## src/common/scr_pkg.sv

```systemverilog
/*
  Shared constants of the sensor command and response unit: register offsets,
  status fields, command codes, response codes, parameter indices and reset values.
  Assumes a 32-bit classic Wishbone register bus with byte addresses.
*/
package scr_pkg;

  // ----------------------------------------------------------------------
  // Register map and status fields
  // ----------------------------------------------------------------------
  localparam logic [7:0] REG_COMMAND = 8'h00;
  localparam logic [7:0] REG_RESPONSE = 8'h04;
  localparam logic [7:0] REG_PARAM_IN = 8'h08;
  localparam logic [7:0] REG_PARAM_OUT = 8'h0C;
  localparam logic [7:0] REG_STATUS = 8'h10;
  localparam int ST_BUSY_BIT = 0;
  localparam int ST_LOOP_PROX_BIT = 1;
  localparam int ST_LOOP_AMB_BIT = 2;
  localparam int ST_ADDR_LSB = 8;

  // ----------------------------------------------------------------------
  // Command codes
  // ----------------------------------------------------------------------
  localparam logic [2:0] OP_FETCH = 3'h4;
  localparam logic [2:0] OP_STORE = 3'h5;
  localparam logic [7:0] CMD_RESP_CLEAR = 8'h00;
  localparam logic [7:0] CMD_SOFT_RESET = 8'h01;
  localparam logic [7:0] CMD_ADDR_CHANGE = 8'h02;
  localparam logic [7:0] CMD_PROX_SHOT = 8'h05;
  localparam logic [7:0] CMD_AMB_SHOT = 8'h06;
  localparam logic [7:0] CMD_BOTH_SHOT = 8'h07;
  localparam logic [7:0] CMD_PROX_HALT = 8'h09;
  localparam logic [7:0] CMD_AMB_HALT = 8'h0A;
  localparam logic [7:0] CMD_BOTH_HALT = 8'h0B;
  localparam logic [7:0] CMD_RSVD_ACK = 8'h0C;
  localparam logic [7:0] CMD_PROX_START = 8'h0D;
  localparam logic [7:0] CMD_AMB_START = 8'h0E;
  localparam logic [7:0] CMD_BOTH_START = 8'h0F;

  // ----------------------------------------------------------------------
  // Response codes
  // ----------------------------------------------------------------------
  localparam logic [7:0] RESP_RST = 8'h00;
  localparam logic [7:0] RESP_INVALID = 8'h80;
  localparam logic [7:0] PROX_ONE_OVERRANGE_CODE = 8'h88;
  localparam logic [7:0] PROX_TWO_OVERRANGE_CODE = 8'h89;
  localparam logic [7:0] PROX_THREE_OVERRANGE_CODE = 8'h8A;
  localparam logic [7:0] VISIBLE_OVERRANGE_CODE = 8'h8C;
  localparam logic [7:0] INFRARED_OVERRANGE_CODE = 8'h8D;
  localparam logic [7:0] AUX_OVERRANGE_CODE = 8'h8E;

  // ----------------------------------------------------------------------
  // Parameter store, channel list and channels
  // ----------------------------------------------------------------------
  localparam logic [4:0] PIDX_SLAVE_ADDR = 5'h00;
  localparam logic [4:0] PIDX_CHAN_LIST = 5'h01;
  localparam logic [4:0] PIDX_WAKE_INT = 5'h08;
  localparam int LIST_PROX_LSB = 0;
  localparam int LIST_AMB_LSB = 4;
  localparam logic [2:0] PROX_CHAN_ONE = 3'h0;
  localparam logic [2:0] PROX_CHAN_TWO = 3'h1;
  localparam logic [2:0] PROX_CHAN_THREE = 3'h2;
  localparam logic [2:0] VISIBLE_LIGHT_CHAN = 3'h3;
  localparam logic [2:0] INFRARED_LIGHT_CHAN = 3'h4;
  localparam logic [2:0] AUX_CHAN = 3'h5;
  localparam logic [7:0] PARAM_RST = 8'h00;
  // Arbitrary neutral value
  localparam logic [6:0] SLAVE_ADDR_RST = 7'h2A;

  typedef enum logic [1:0] {ST_IDLE, ST_EXEC, ST_PICK, ST_WAIT} scr_state_t;

endpackage : scr_pkg

```

## src/design/scr_param_ram.sv

```systemverilog
/*
  Parameter store of the sequencer: flip-flop entries with one write port,
  one indexed read port and fixed taps for the channel list and wake interval.
  Assumes write and clear come from logic on the same clock.
*/
`timescale 1ns/100ps
module scr_param_ram #(
  parameter int DW = 8,
  parameter int DEPTH = 32
) (
  // Clock, reset, enable
  input wire logic ref_clk,
  input wire logic reset,
  input wire logic ce,
  // Access
  input wire logic clr,
  input wire logic we,
  input wire logic [$clog2(DEPTH)-1:0] addr,
  input wire logic [DW-1:0] wdata,
  output logic [DW-1:0] rdata,
  // Fixed taps
  output logic [DW-1:0] list_q,
  output logic [DW-1:0] wake_q
);

  logic [DW-1:0] mem_r [DEPTH];

  // ----------------------------------------------------------------------
  // Storage
  // ----------------------------------------------------------------------
  for (genvar g = 0; g < DEPTH; g++) begin : g_ent
    always_ff @(posedge ref_clk or posedge reset) begin
      if (reset) begin
        mem_r[g] <= scr_pkg::PARAM_RST;
      end else if (ce && clr) begin
        mem_r[g] <= scr_pkg::PARAM_RST;
      end else if (ce && we && addr == g) begin
        mem_r[g] <= wdata;
      end
    end
  end

  assign rdata = mem_r[addr];
  assign list_q = mem_r[scr_pkg::PIDX_CHAN_LIST];
  assign wake_q = mem_r[scr_pkg::PIDX_WAKE_INT];

endmodule : scr_param_ram

```

## src/design/scr_cmd_unit.sv

```systemverilog
/*
  Command decoder and response mailbox of the sensor sequencer, reached over
  classic Wishbone. Drives a measurement datapath by request and done handshake.
  Assumes meas_done and meas_overflow come from logic on ref_clk; wake_clk is a
  slow free running pin that paces the autonomous loops.
*/
// Design decisions made here: the register offsets and the Wishbone register port.
`timescale 1ns/100ps
module scr_cmd_unit (
  // Clock, reset, enable
  input wire logic ref_clk,
  input wire logic reset,
  input wire logic ce,
  // Wishbone slave
  input wire logic wb_cyc,
  input wire logic wb_stb,
  input wire logic wb_we,
  input wire logic [7:0] wb_adr,
  input wire logic [3:0] wb_sel,
  input wire logic [31:0] wb_dat_w,
  output logic [31:0] wb_dat_r,
  output logic wb_ack,
  // Measurement datapath
  output logic meas_req,
  output logic [2:0] meas_chan,
  input wire logic meas_done,
  input wire logic meas_overflow,
  // Wake time base pin and bus address
  input wire logic wake_clk,
  output logic [6:0] slave_addr
);

  // ----------------------------------------------------------------------
  // Helpers
  // ----------------------------------------------------------------------
  function automatic logic [2:0] first_set(input logic [5:0] m);
    first_set = 3'h0;
    for (int i = 5; i >= 0; i--) begin
      if (m[i]) begin
        first_set = 3'(i);
      end
    end
  endfunction : first_set

  function automatic logic [7:0] ovf_code(input logic [2:0] ch);
    case (ch)
      scr_pkg::PROX_CHAN_ONE: ovf_code = scr_pkg::PROX_ONE_OVERRANGE_CODE;
      scr_pkg::PROX_CHAN_TWO: ovf_code = scr_pkg::PROX_TWO_OVERRANGE_CODE;
      scr_pkg::PROX_CHAN_THREE: ovf_code = scr_pkg::PROX_THREE_OVERRANGE_CODE;
      scr_pkg::VISIBLE_LIGHT_CHAN: ovf_code = scr_pkg::VISIBLE_OVERRANGE_CODE;
      scr_pkg::INFRARED_LIGHT_CHAN: ovf_code = scr_pkg::INFRARED_OVERRANGE_CODE;
      default: ovf_code = scr_pkg::AUX_OVERRANGE_CODE;
    endcase
  endfunction : ovf_code

  scr_pkg::scr_state_t state_r, state_nxt;
  logic ack_r, ack_nxt;
  logic [31:0] dat_r, dat_nxt;
  logic [7:0] cmd_r, cmd_nxt;
  logic [7:0] resp_r, resp_nxt;
  logic [7:0] param_in_r, param_in_nxt;
  logic [7:0] param_out_r, param_out_nxt;
  logic [6:0] addr_r, addr_nxt;
  logic loop_ps_r, loop_ps_nxt, loop_als_r, loop_als_nxt;
  logic auto_r, auto_nxt;
  logic [5:0] pend_r, pend_nxt;
  logic req_r, req_nxt;
  logic [2:0] chan_r, chan_nxt;
  logic wk_s1, wk_s2, wk_s3;
  logic [7:0] wake_cnt_r, wake_cnt_nxt;
  logic [7:0] ram_rdata, list_q, wake_q;

  // ----------------------------------------------------------------------
  // Bus decode
  // ----------------------------------------------------------------------
  wire req = wb_cyc && wb_stb;
  wire wr_take = req && wb_we && ack_r && wb_sel[0];
  wire cmd_wr = wr_take && wb_adr == scr_pkg::REG_COMMAND;
  wire pin_wr = wr_take && wb_adr == scr_pkg::REG_PARAM_IN;
  wire idle = state_r == scr_pkg::ST_IDLE;
  wire exec = state_r == scr_pkg::ST_EXEC;
  wire pick = state_r == scr_pkg::ST_PICK;
  wire waiting = state_r == scr_pkg::ST_WAIT;
  // A command written while busy is dropped; status busy tells software why
  wire cmd_go = cmd_wr && idle;
  wire [31:0] status_w = {17'h0, addr_r, 5'h0, loop_als_r, loop_ps_r, !idle};

  assign ack_nxt = req && !ack_r;
  assign dat_nxt = !(req && !ack_r) ? dat_r :
                   wb_adr == scr_pkg::REG_COMMAND ? {24'h0, cmd_r} :
                   wb_adr == scr_pkg::REG_RESPONSE ? {24'h0, resp_r} :
                   wb_adr == scr_pkg::REG_PARAM_IN ? {24'h0, param_in_r} :
                   wb_adr == scr_pkg::REG_PARAM_OUT ? {24'h0, param_out_r} :
                   wb_adr == scr_pkg::REG_STATUS ? status_w : 32'h0;
  assign cmd_nxt = cmd_go ? wb_dat_w[7:0] : cmd_r;
  assign param_in_nxt = pin_wr ? wb_dat_w[7:0] : param_in_r;

  // ----------------------------------------------------------------------
  // Command decode
  // ----------------------------------------------------------------------
  wire op_fetch = cmd_r[7:5] == scr_pkg::OP_FETCH;
  wire op_store = cmd_r[7:5] == scr_pkg::OP_STORE;
  wire c_clear = cmd_r == scr_pkg::CMD_RESP_CLEAR;
  wire c_sreset = cmd_r == scr_pkg::CMD_SOFT_RESET;
  wire c_addr = cmd_r == scr_pkg::CMD_ADDR_CHANGE;
  wire c_ps_shot = cmd_r == scr_pkg::CMD_PROX_SHOT || cmd_r == scr_pkg::CMD_BOTH_SHOT;
  wire c_als_shot = cmd_r == scr_pkg::CMD_AMB_SHOT || cmd_r == scr_pkg::CMD_BOTH_SHOT;
  wire c_shot = c_ps_shot || c_als_shot;
  wire c_ps_halt = cmd_r == scr_pkg::CMD_PROX_HALT || cmd_r == scr_pkg::CMD_BOTH_HALT;
  wire c_als_halt = cmd_r == scr_pkg::CMD_AMB_HALT || cmd_r == scr_pkg::CMD_BOTH_HALT;
  wire c_ps_start = cmd_r == scr_pkg::CMD_PROX_START || cmd_r == scr_pkg::CMD_BOTH_START;
  wire c_als_start = cmd_r == scr_pkg::CMD_AMB_START || cmd_r == scr_pkg::CMD_BOTH_START;
  // Reserved codes other than CMD_RSVD_ACK fall through every term below and touch nothing
  wire c_count = op_fetch || op_store || c_ps_halt || c_als_halt || c_ps_start ||
                 c_als_start || cmd_r == scr_pkg::CMD_RSVD_ACK;

  wire [2:0] prox_en = list_q[scr_pkg::LIST_PROX_LSB +: 3];
  wire [2:0] amb_en = list_q[scr_pkg::LIST_AMB_LSB +: 3];
  wire [4:0] ram_addr = (op_fetch || op_store) ? cmd_r[4:0] : scr_pkg::PIDX_SLAVE_ADDR;
  wire ram_we = exec && op_store;
  wire ram_clr = exec && c_sreset;

  scr_param_ram #(.DW(8), .DEPTH(32)) u_ram (
    .ref_clk(ref_clk),
    .reset(reset),
    .ce(ce),
    .clr(ram_clr),
    .we(ram_we),
    .addr(ram_addr),
    .wdata(param_in_r),
    .rdata(ram_rdata),
    .list_q(list_q),
    .wake_q(wake_q)
  );

  // ----------------------------------------------------------------------
  // Autonomous wake time base
  // ----------------------------------------------------------------------
  wire wake_edge = wk_s2 && !wk_s3;
  wire [7:0] wake_inc = 8'(wake_cnt_r + 8'h01);
  wire forced_only = wake_q == 8'h00;
  wire wake_tick = wake_edge && !forced_only && wake_inc >= wake_q;
  // A tick that lands while a pass runs is skipped rather than queued
  wire auto_go = idle && !cmd_go && wake_tick && (loop_ps_r || loop_als_r);
  assign wake_cnt_nxt = forced_only ? 8'h00 : wake_tick ? 8'h00 :
                        wake_edge ? wake_inc : wake_cnt_r;

  // ----------------------------------------------------------------------
  // Loops, pass mask and measurement handshake
  // ----------------------------------------------------------------------
  assign loop_ps_nxt = ram_clr ? 1'b0 : (exec && c_ps_halt) ? 1'b0 :
                       (exec && c_ps_start) ? 1'b1 : loop_ps_r;
  assign loop_als_nxt = ram_clr ? 1'b0 : (exec && c_als_halt) ? 1'b0 :
                        (exec && c_als_start) ? 1'b1 : loop_als_r;

  wire [5:0] shot_mask = {c_als_shot ? amb_en : 3'h0, c_ps_shot ? prox_en : 3'h0};
  wire [5:0] auto_mask = {loop_als_r ? amb_en : 3'h0, loop_ps_r ? prox_en : 3'h0};
  wire [5:0] done_bit = 6'(6'h01 << chan_r);
  wire meas_end = waiting && meas_done;
  assign pend_nxt = (exec && c_shot) ? shot_mask :
                    auto_go ? auto_mask :
                    meas_end ? (pend_r & ~done_bit) : pend_r;
  assign auto_nxt = auto_go ? 1'b1 : cmd_go ? 1'b0 : auto_r;
  // Lowest pending bit first gives proximity one to three, then ambient order
  assign chan_nxt = (pick && pend_r != 6'h0) ? first_set(pend_r) :
                    chan_r;
  assign req_nxt = (pick && pend_r != 6'h0) ? 1'b1 : meas_end ? 1'b0 : req_r;

  always_comb begin
    state_nxt = state_r;
    case (state_r)
      scr_pkg::ST_IDLE: begin
        if (cmd_go) begin
          state_nxt = scr_pkg::ST_EXEC;
        end else if (auto_go) begin
          state_nxt = scr_pkg::ST_PICK;
        end
      end
      scr_pkg::ST_EXEC: state_nxt = c_shot ? scr_pkg::ST_PICK : scr_pkg::ST_IDLE;
      scr_pkg::ST_PICK: begin
        state_nxt = (pend_r == 6'h0) ? scr_pkg::ST_IDLE : scr_pkg::ST_WAIT;
      end
      scr_pkg::ST_WAIT: state_nxt = meas_done ? scr_pkg::ST_PICK : scr_pkg::ST_WAIT;
      default: state_nxt = scr_pkg::ST_IDLE;
    endcase
  end

  // ----------------------------------------------------------------------
  // Mailboxes, address and response
  // ----------------------------------------------------------------------
  assign param_out_nxt = (exec && op_fetch) ? ram_rdata :
                         (exec && op_store) ? param_in_r : param_out_r;
  wire addr_bad = ram_rdata[7];
  assign addr_nxt = ram_clr ? scr_pkg::SLAVE_ADDR_RST :
                    (exec && c_addr && !addr_bad) ? ram_rdata[6:0] : addr_r;

  wire clr_pulse = exec && (c_clear || c_sreset);
  wire comp_pulse = (exec && c_count) || (pick && pend_r == 6'h0 && !auto_r);
  wire err_set = (exec && c_addr && addr_bad) || (meas_end && meas_overflow);
  wire [7:0] err_code = exec ? scr_pkg::RESP_INVALID : ovf_code(chan_r);
  // First error sticks; later completions and errors leave it until cleared
  assign resp_nxt = clr_pulse ? scr_pkg::RESP_RST :
                    (err_set && !resp_r[7]) ? err_code :
                    (comp_pulse && resp_r[7:4] == 4'h0) ? {4'h0, 4'(resp_r[3:0] + 4'h1)} :
                    resp_r;

  // ----------------------------------------------------------------------
  // State registers
  // ----------------------------------------------------------------------
  always_ff @(posedge ref_clk or posedge reset) begin
    if (reset) begin
      {wk_s1, wk_s2, wk_s3} <= 3'h0;
    end else if (ce) begin
      {wk_s1, wk_s2, wk_s3} <= {wake_clk, wk_s1, wk_s2};
    end
  end

  always_ff @(posedge ref_clk or posedge reset) begin
    if (reset) begin
      state_r <= scr_pkg::ST_IDLE;
      ack_r <= 1'b0;
      dat_r <= 32'h0;
      cmd_r <= 8'h00;
      param_in_r <= scr_pkg::PARAM_RST;
      param_out_r <= scr_pkg::PARAM_RST;
    end else if (ce) begin
      state_r <= state_nxt;
      ack_r <= ack_nxt;
      dat_r <= dat_nxt;
      cmd_r <= cmd_nxt;
      param_in_r <= param_in_nxt;
      param_out_r <= param_out_nxt;
    end
  end

  always_ff @(posedge ref_clk or posedge reset) begin
    if (reset) begin
      resp_r <= scr_pkg::RESP_RST;
      addr_r <= scr_pkg::SLAVE_ADDR_RST;
      {loop_ps_r, loop_als_r, auto_r, req_r} <= 4'h0;
      pend_r <= 6'h0;
      chan_r <= 3'h0;
      wake_cnt_r <= 8'h00;
    end else if (ce) begin
      resp_r <= resp_nxt;
      addr_r <= addr_nxt;
      {loop_ps_r, loop_als_r, auto_r, req_r} <= {loop_ps_nxt, loop_als_nxt, auto_nxt, req_nxt};
      pend_r <= pend_nxt;
      chan_r <= chan_nxt;
      wake_cnt_r <= wake_cnt_nxt;
    end
  end

  assign wb_ack = ack_r;
  assign wb_dat_r = dat_r;
  assign meas_req = req_r;
  assign meas_chan = chan_r;
  assign slave_addr = addr_r;

  // ----------------------------------------------------------------------
  // Assertions
  // ----------------------------------------------------------------------
  property p_clear_zero;
    @(posedge ref_clk) disable iff (reset)
      ce && exec && c_clear |=> resp_r == 8'h00;
  endproperty
  a_clear_zero: assert property (p_clear_zero)
    else $error("clear did not zero response");

  property p_count_inc;
    @(posedge ref_clk) disable iff (reset)
      ce && comp_pulse && !clr_pulse && !err_set && resp_r[7:4] == 4'h0
      |=> resp_r == {4'h0, 4'($past(resp_r[3:0]) + 4'h1)};
  endproperty
  a_count_inc: assert property (p_count_inc)
    else $error("counter not incremented");

  property p_err_hold;
    @(posedge ref_clk) disable iff (reset)
      resp_r[7] && !(ce && clr_pulse) |=> $stable(resp_r);
  endproperty
  a_err_hold: assert property (p_err_hold) else $error("error code lost");

  property p_fetch;
    @(posedge ref_clk) disable iff (reset)
      ce && exec && op_fetch |=> param_out_r == $past(ram_rdata);
  endproperty
  a_fetch: assert property (p_fetch) else $error("fetch value missing");

  property p_store_echo;
    @(posedge ref_clk) disable iff (reset)
      ce && exec && op_store |=> param_out_r == $past(param_in_r) ##1 ram_rdata == param_out_r;
  endproperty
  a_store_echo: assert property (p_store_echo) else $error("store or echo wrong");

  property p_order;
    @(posedge ref_clk) disable iff (reset)
      $rose(meas_req) |-> pend_r[chan_r] && (pend_r & 6'(done_bit - 6'h01)) == 6'h0;
  endproperty
  a_order: assert property (p_order) else $error("channel out of order");

  property p_forced;
    @(posedge ref_clk) disable iff (reset)
      ce && forced_only && idle && !cmd_go |=> idle;
  endproperty
  a_forced: assert property (p_forced) else $error("woke without command");

  property p_halt;
    @(posedge ref_clk) disable iff (reset)
      ce && exec && cmd_r == scr_pkg::CMD_BOTH_HALT |=> !loop_ps_r && !loop_als_r;
  endproperty
  a_halt: assert property (p_halt) else $error("loops still running");

  property p_prox_ovf;
    @(posedge ref_clk) disable iff (reset)
      ce && meas_end && meas_overflow && !resp_r[7] && chan_r == scr_pkg::PROX_CHAN_TWO
      |=> resp_r == 8'h89;
  endproperty
  a_prox_ovf: assert property (p_prox_ovf) else $error("wrong proximity code");

  property p_amb_ovf;
    @(posedge ref_clk) disable iff (reset)
      ce && meas_end && meas_overflow && !resp_r[7] && chan_r == scr_pkg::AUX_CHAN
      |=> resp_r == 8'h8E;
  endproperty
  a_amb_ovf: assert property (p_amb_ovf) else $error("wrong ambient code");

  property p_addr;
    @(posedge ref_clk) disable iff (reset)
      ce && exec && c_addr && !addr_bad |=> slave_addr == $past(ram_rdata[6:0]);
  endproperty
  a_addr: assert property (p_addr) else $error("address not changed");

  property p_shot_end;
    @(posedge ref_clk) disable iff (reset)
      ce && pick && pend_r == 6'h0 |=> idle && !meas_req;
  endproperty
  a_shot_end: assert property (p_shot_end) else $error("pass did not end");

  c_fetch: cover property (@(posedge ref_clk) disable iff (reset) exec && op_fetch);
  c_both: cover property (@(posedge ref_clk) disable iff (reset)
    exec && cmd_r == scr_pkg::CMD_BOTH_SHOT ##[1:200] pick && pend_r == 6'h0);
  c_ovf: cover property (@(posedge ref_clk) disable iff (reset) meas_end && meas_overflow);
  c_auto: cover property (@(posedge ref_clk) disable iff (reset) auto_go);

endmodule : scr_cmd_unit

```

## config.mk

```make
export PLATFORM = sky130hd
export DESIGN_NAME = scr_cmd_unit
export DESIGN_NICKNAME = d
export VERILOG_FILES = /design/src/common/scr_pkg.sv /design/src/design/scr_param_ram.sv /design/src/design/scr_cmd_unit.sv
export SDC_FILE = /design/constraint.sdc
export NUM_CORES = 1
export LEC_CHECK = 0
export BUFFER_PORTS_ARGS = -buffer_cell sky130_fd_sc_hd__buf_2
export CAP_MARGIN = 25
export CORE_MARGIN = 4
export CORE_UTILIZATION = 55
export DETAILED_ROUTE_END_ITERATION = 6
export PLACE_DENSITY = 0.73
export SYNTH_ARGS = -nofsm -noshare
export SYNTH_HDL_FRONTEND = slang
export SYNTH_SLANG_ARGS = --single-unit
```

## constraint.sdc

```tcl
create_clock -name ref_clk -period 29.1 [get_ports ref_clk]
set_input_delay 5.82 -clock ref_clk [delete_from_list [all_inputs] [get_ports ref_clk]]
set_output_delay 5.82 -clock ref_clk [all_outputs]
set_load 0.03 [all_outputs]
```

==> flow_metrics.env <==
export IMPL_outcome="finished clean"
export IMPL_h_tree_depth=2
export IMPL_synth_fa_ha_area_share_pct=0.712
export IMPL_ys_seq_area_share_pct=47.6
export IMPL_yosys_warnings=0
export IMPL_synth_area_per_cell_um2=8.92
export IMPL_final_nets=1986
export IMPL_start_util_pct=55.7
export IMPL_via_count=15300
export IMPL_ys_seq_elements=334
export IMPL_cts_resized=0
export IMPL_cp_arrival_ns=9.01
export IMPL_pwr_density_cell_nw_per_um2=52.5
export IMPL_avgViaCountPerCell=6.48
export IMPL_dieHeight_um=187
export IMPL_antenna_left=0
export IMPL_fmax_mhz=116
export IMPL_drv_slew=0
export IMPL_synth_most_common_cell="nand2_1"
export IMPL_max_cap_viol_count=0
export IMPL_syn_to_final_growth_pct=8.62
export IMPL_synth_area_top_cells="dfrtp_1, a21oi_1, nand2_1, o21ai_0, nand3_1"
export IMPL_cts_sinks=334
export IMPL_antenna_found_initial=0
export IMPL_end_kind="register"
export IMPL_cts_root_buf="clkbuf_16"
export IMPL_grt_max_degree=260
export IMPL_num_antenna_cells=0
export IMPL_numCtsBuffers=37
export IMPL_setup_viol=0
export IMPL_highest_layer="met4"
export IMPL_dieArea_um2=34900
export IMPL_die_w_um=187
export IMPL_num_io_pins=97
export IMPL_remaining_drc_errors=0
export IMPL_rows=65
export IMPL_yosysTopAreaCell="dfrtp_1"
export IMPL_initialDrtViolationCount=1916
export IMPL_critPathKind="primary input to register"
export IMPL_switchingPower_uw=241
export IMPL_hp_class="register to register"
export IMPL_post_route_period_util_pct=29.7
export IMPL_synth_edf_count=0
export IMPL_synth_ff_type="dfrtp_1"
export IMPL_clk_latency_ns=0.53
export IMPL_ir_worst_vdd_mv=0.0481
export IMPL_drive_gt1_share_pct=12.0
export IMPL_seqPwrFrac_pct=48.1
export IMPL_fill_cells=2711
export IMPL_crit_fanout=28
export IMPL_place_congestion=0.915
export IMPL_start_kind="primary input"
export IMPL_grt_use_total_pct=29.3
export IMPL_final_min_clock_period_ns=8.65
export IMPL_slew_headroom_pct=5.03
export IMPL_power_internal_uw=761
export IMPL_cp_required_ns=29.45
export IMPL_path_clk_slew_ns=0.06
export IMPL_drt_wl_total_um=52200
export IMPL_synth_xor_area_share_pct=0.399
export IMPL_portBuffers=52
export IMPL_syn_area_um2=17600
export IMPL_grt_pass1_wl_um=83500
export IMPL_tritoncts="yes"
export IMPL_cts_hold_buf=0
export IMPL_route_met3_wl_um=4830
export IMPL_fin_worst_skew_ns=0.0166
export IMPL_worst_slew_pin_slew_ns=1.42
export IMPL_drt_pass1_iterations=6
export IMPL_routedWlPerCell_um=22.2
export IMPL_rsz0062_at_grt="no"
export IMPL_muxShareOfSynthArea_pct=9.13
export IMPL_synthArstFlopShare_pct=100
export IMPL_cts_max_path_buffers=3
export IMPL_swShare_pct=24.1
export IMPL_synth_compound_area_share_pct=18.7
export IMPL_p_clk_share_pct=45.9
export IMPL_hold_viol_final=0
export IMPL_dpl_hpwl_um=31400
export IMPL_synth_top_family_by_area="compound AO/OA/AOI/OAI gates"
export IMPL_met2_length_um=24500
export IMPL_grt_overflow=0
export IMPL_post_synth_most_frequent_cells="nand2_1, dfrtp_1, a21oi_1"
export IMPL_syn_inst=1969
export IMPL_p_leak_nw=8.17
export IMPL_p_comb_share_pct=6.0
export IMPL_postCtsSetupRepairBufs=0
export IMPL_core_area_um2=31600
export IMPL_tns_ns=0
export IMPL_holdWs_ns=0.480
export IMPL_grt_pass1_vias=15000
export IMPL_synth_simple_gate_area_share_pct=18.0
export IMPL_ys_types=76
export IMPL_synth_top_area_share_pct=47.1
export IMPL_wl_met1_um=20700
## kinds of logic after synthesis
family,count (synthesis)
AOI/OAI and AO/OA,568
xor gates and xnor gates,8
muxes,129
other,1
and+or+nand+nor,701
buffers and inverters,218
adders and majority gates,10
DFF,334
## routing by layer
| metal | vias up | global-route usage [%] |
|---|---|---|
| li1 | 6825 | - |
| met1 | 7480 | 40.5 |
| met2 | 788 | 46.3 |
| met3 | 158 | 5.82 |
| met4 | 0 | 11.3 |
| met5 | - | 0 |
## through the flow
| stage | cell area, um2 | setup WS [ns] | power (mW) | util [%] | std cells |
|---|---|---|---|---|---|
| after global routing | 19100 | 20.23 | 1.03 | 60.5 | 2353 |
| after global placement | 17900 | 20.03 | 0.548 | 56.6 | 2285 |
| after detailed placement | 17900 | 20.00 | 0.550 | 56.6 | 2285 |
| after CTS | 19100 | 20.53 | 1.01 | 60.4 | 2352 |
| after floorplan | 17600 | 14.03 | 0.534 | - | 1985 |
| final | 19100 | 20.45 | 1.00 | 60.5 | 2353 |
## layout by cell type (no fill, tap or decap), types with 9 or more instances in the layout
cell type	synthesis	routed
mux2_2	39	39
a21o_1	9	9
buf_2	40	52
o221ai_1	12	12
clkbuf_16	0	37
clkbuf_1	115	15
a22oi_1	12	12
ha_1	10	10
nand4_1	9	9
mux4_2	21	21
nor2b_1	14	11
nand2_1	352	352
dfrtp_1	331	327
conb_1	1	17
nor2_1	101	98
nand3_1	140	140
nand2b_1	23	23
o211ai_1	10	10
a21oi_1	270	270
a31oi_1	15	15
o21ai_0	161	161
mux2i_1	68	68
nor3_1	9	9
inv_1	25	24
buf_4	25	37
## cell type report
| cell class | count | area [um2] | area share (%) |
|---|---|---|---|
| Sequential cell | 334 | 8370 | 43.9 |
| Multi-Input combinational cell | 1433 | 8340 | 43.7 |
| Clock buffer | 57 | 1050 | 5.51 |
| Timing Repair Buffer | 91 | 586 | 3.07 |
| Tap cell | 402 | 503 | 2.64 |
| Clock inverter | 10 | 130 | 0.682 |
| Inverter | 26 | 105 | 0.551 |
## power groups by stage
stage	Sequential, mW	Clock, mW	Combinational, mW
2_1_floorplan	0.489	0	0.0453
3_3_place_gp	0.490	0	0.0584
3_5_place_dp	0.490	0	0.0599
4_1_cts	0.482	0.465	0.0599
5_1_grt	0.483	0.484	0.0666
6_report	0.482	0.460	0.0600
## sequential cells by signal (all words and copies together), names as in the netlist, 3 cells and up
signal / cells
pend_r: 6
wb_dat_r: 15
u_ram.list_q: 8
u_ram.wake_q: 8
slave_addr: 7
param_out_r: 8
wake_cnt_r: 8
u_ram.mem_r: 240
resp_r: 5
meas_chan: 3
param_in_r: 8
cmd_r: 8
## final timing paths
path	start	end	slack [ns]	depth (start not counted)
max in group asynchronous	reset	u_ram.mem_r[251]	21.43	5
min	wb_dat_r[10]	wb_dat_r[10]	0.48	2
min reg2reg	wb_dat_r[10]	wb_dat_r[10]	0.48	2
min in group asynchronous	reset	cmd_r[0]	5.17	2
max	ce	u_ram.mem_r[147]	20.45	8
max reg2reg	cmd_r[0]	slave_addr[3]	24.78	8
## worst max-delay path: stages
cell and delay, ns:
buf_2 0.42, and3_1 0.61, nand3b_1 0.45, nor3_4 0.81, buf_4 0.37, nand2_1 0.25, nand2_1 0.17, a21oi_1 0.07
Power figures use the tool's default switching activity.
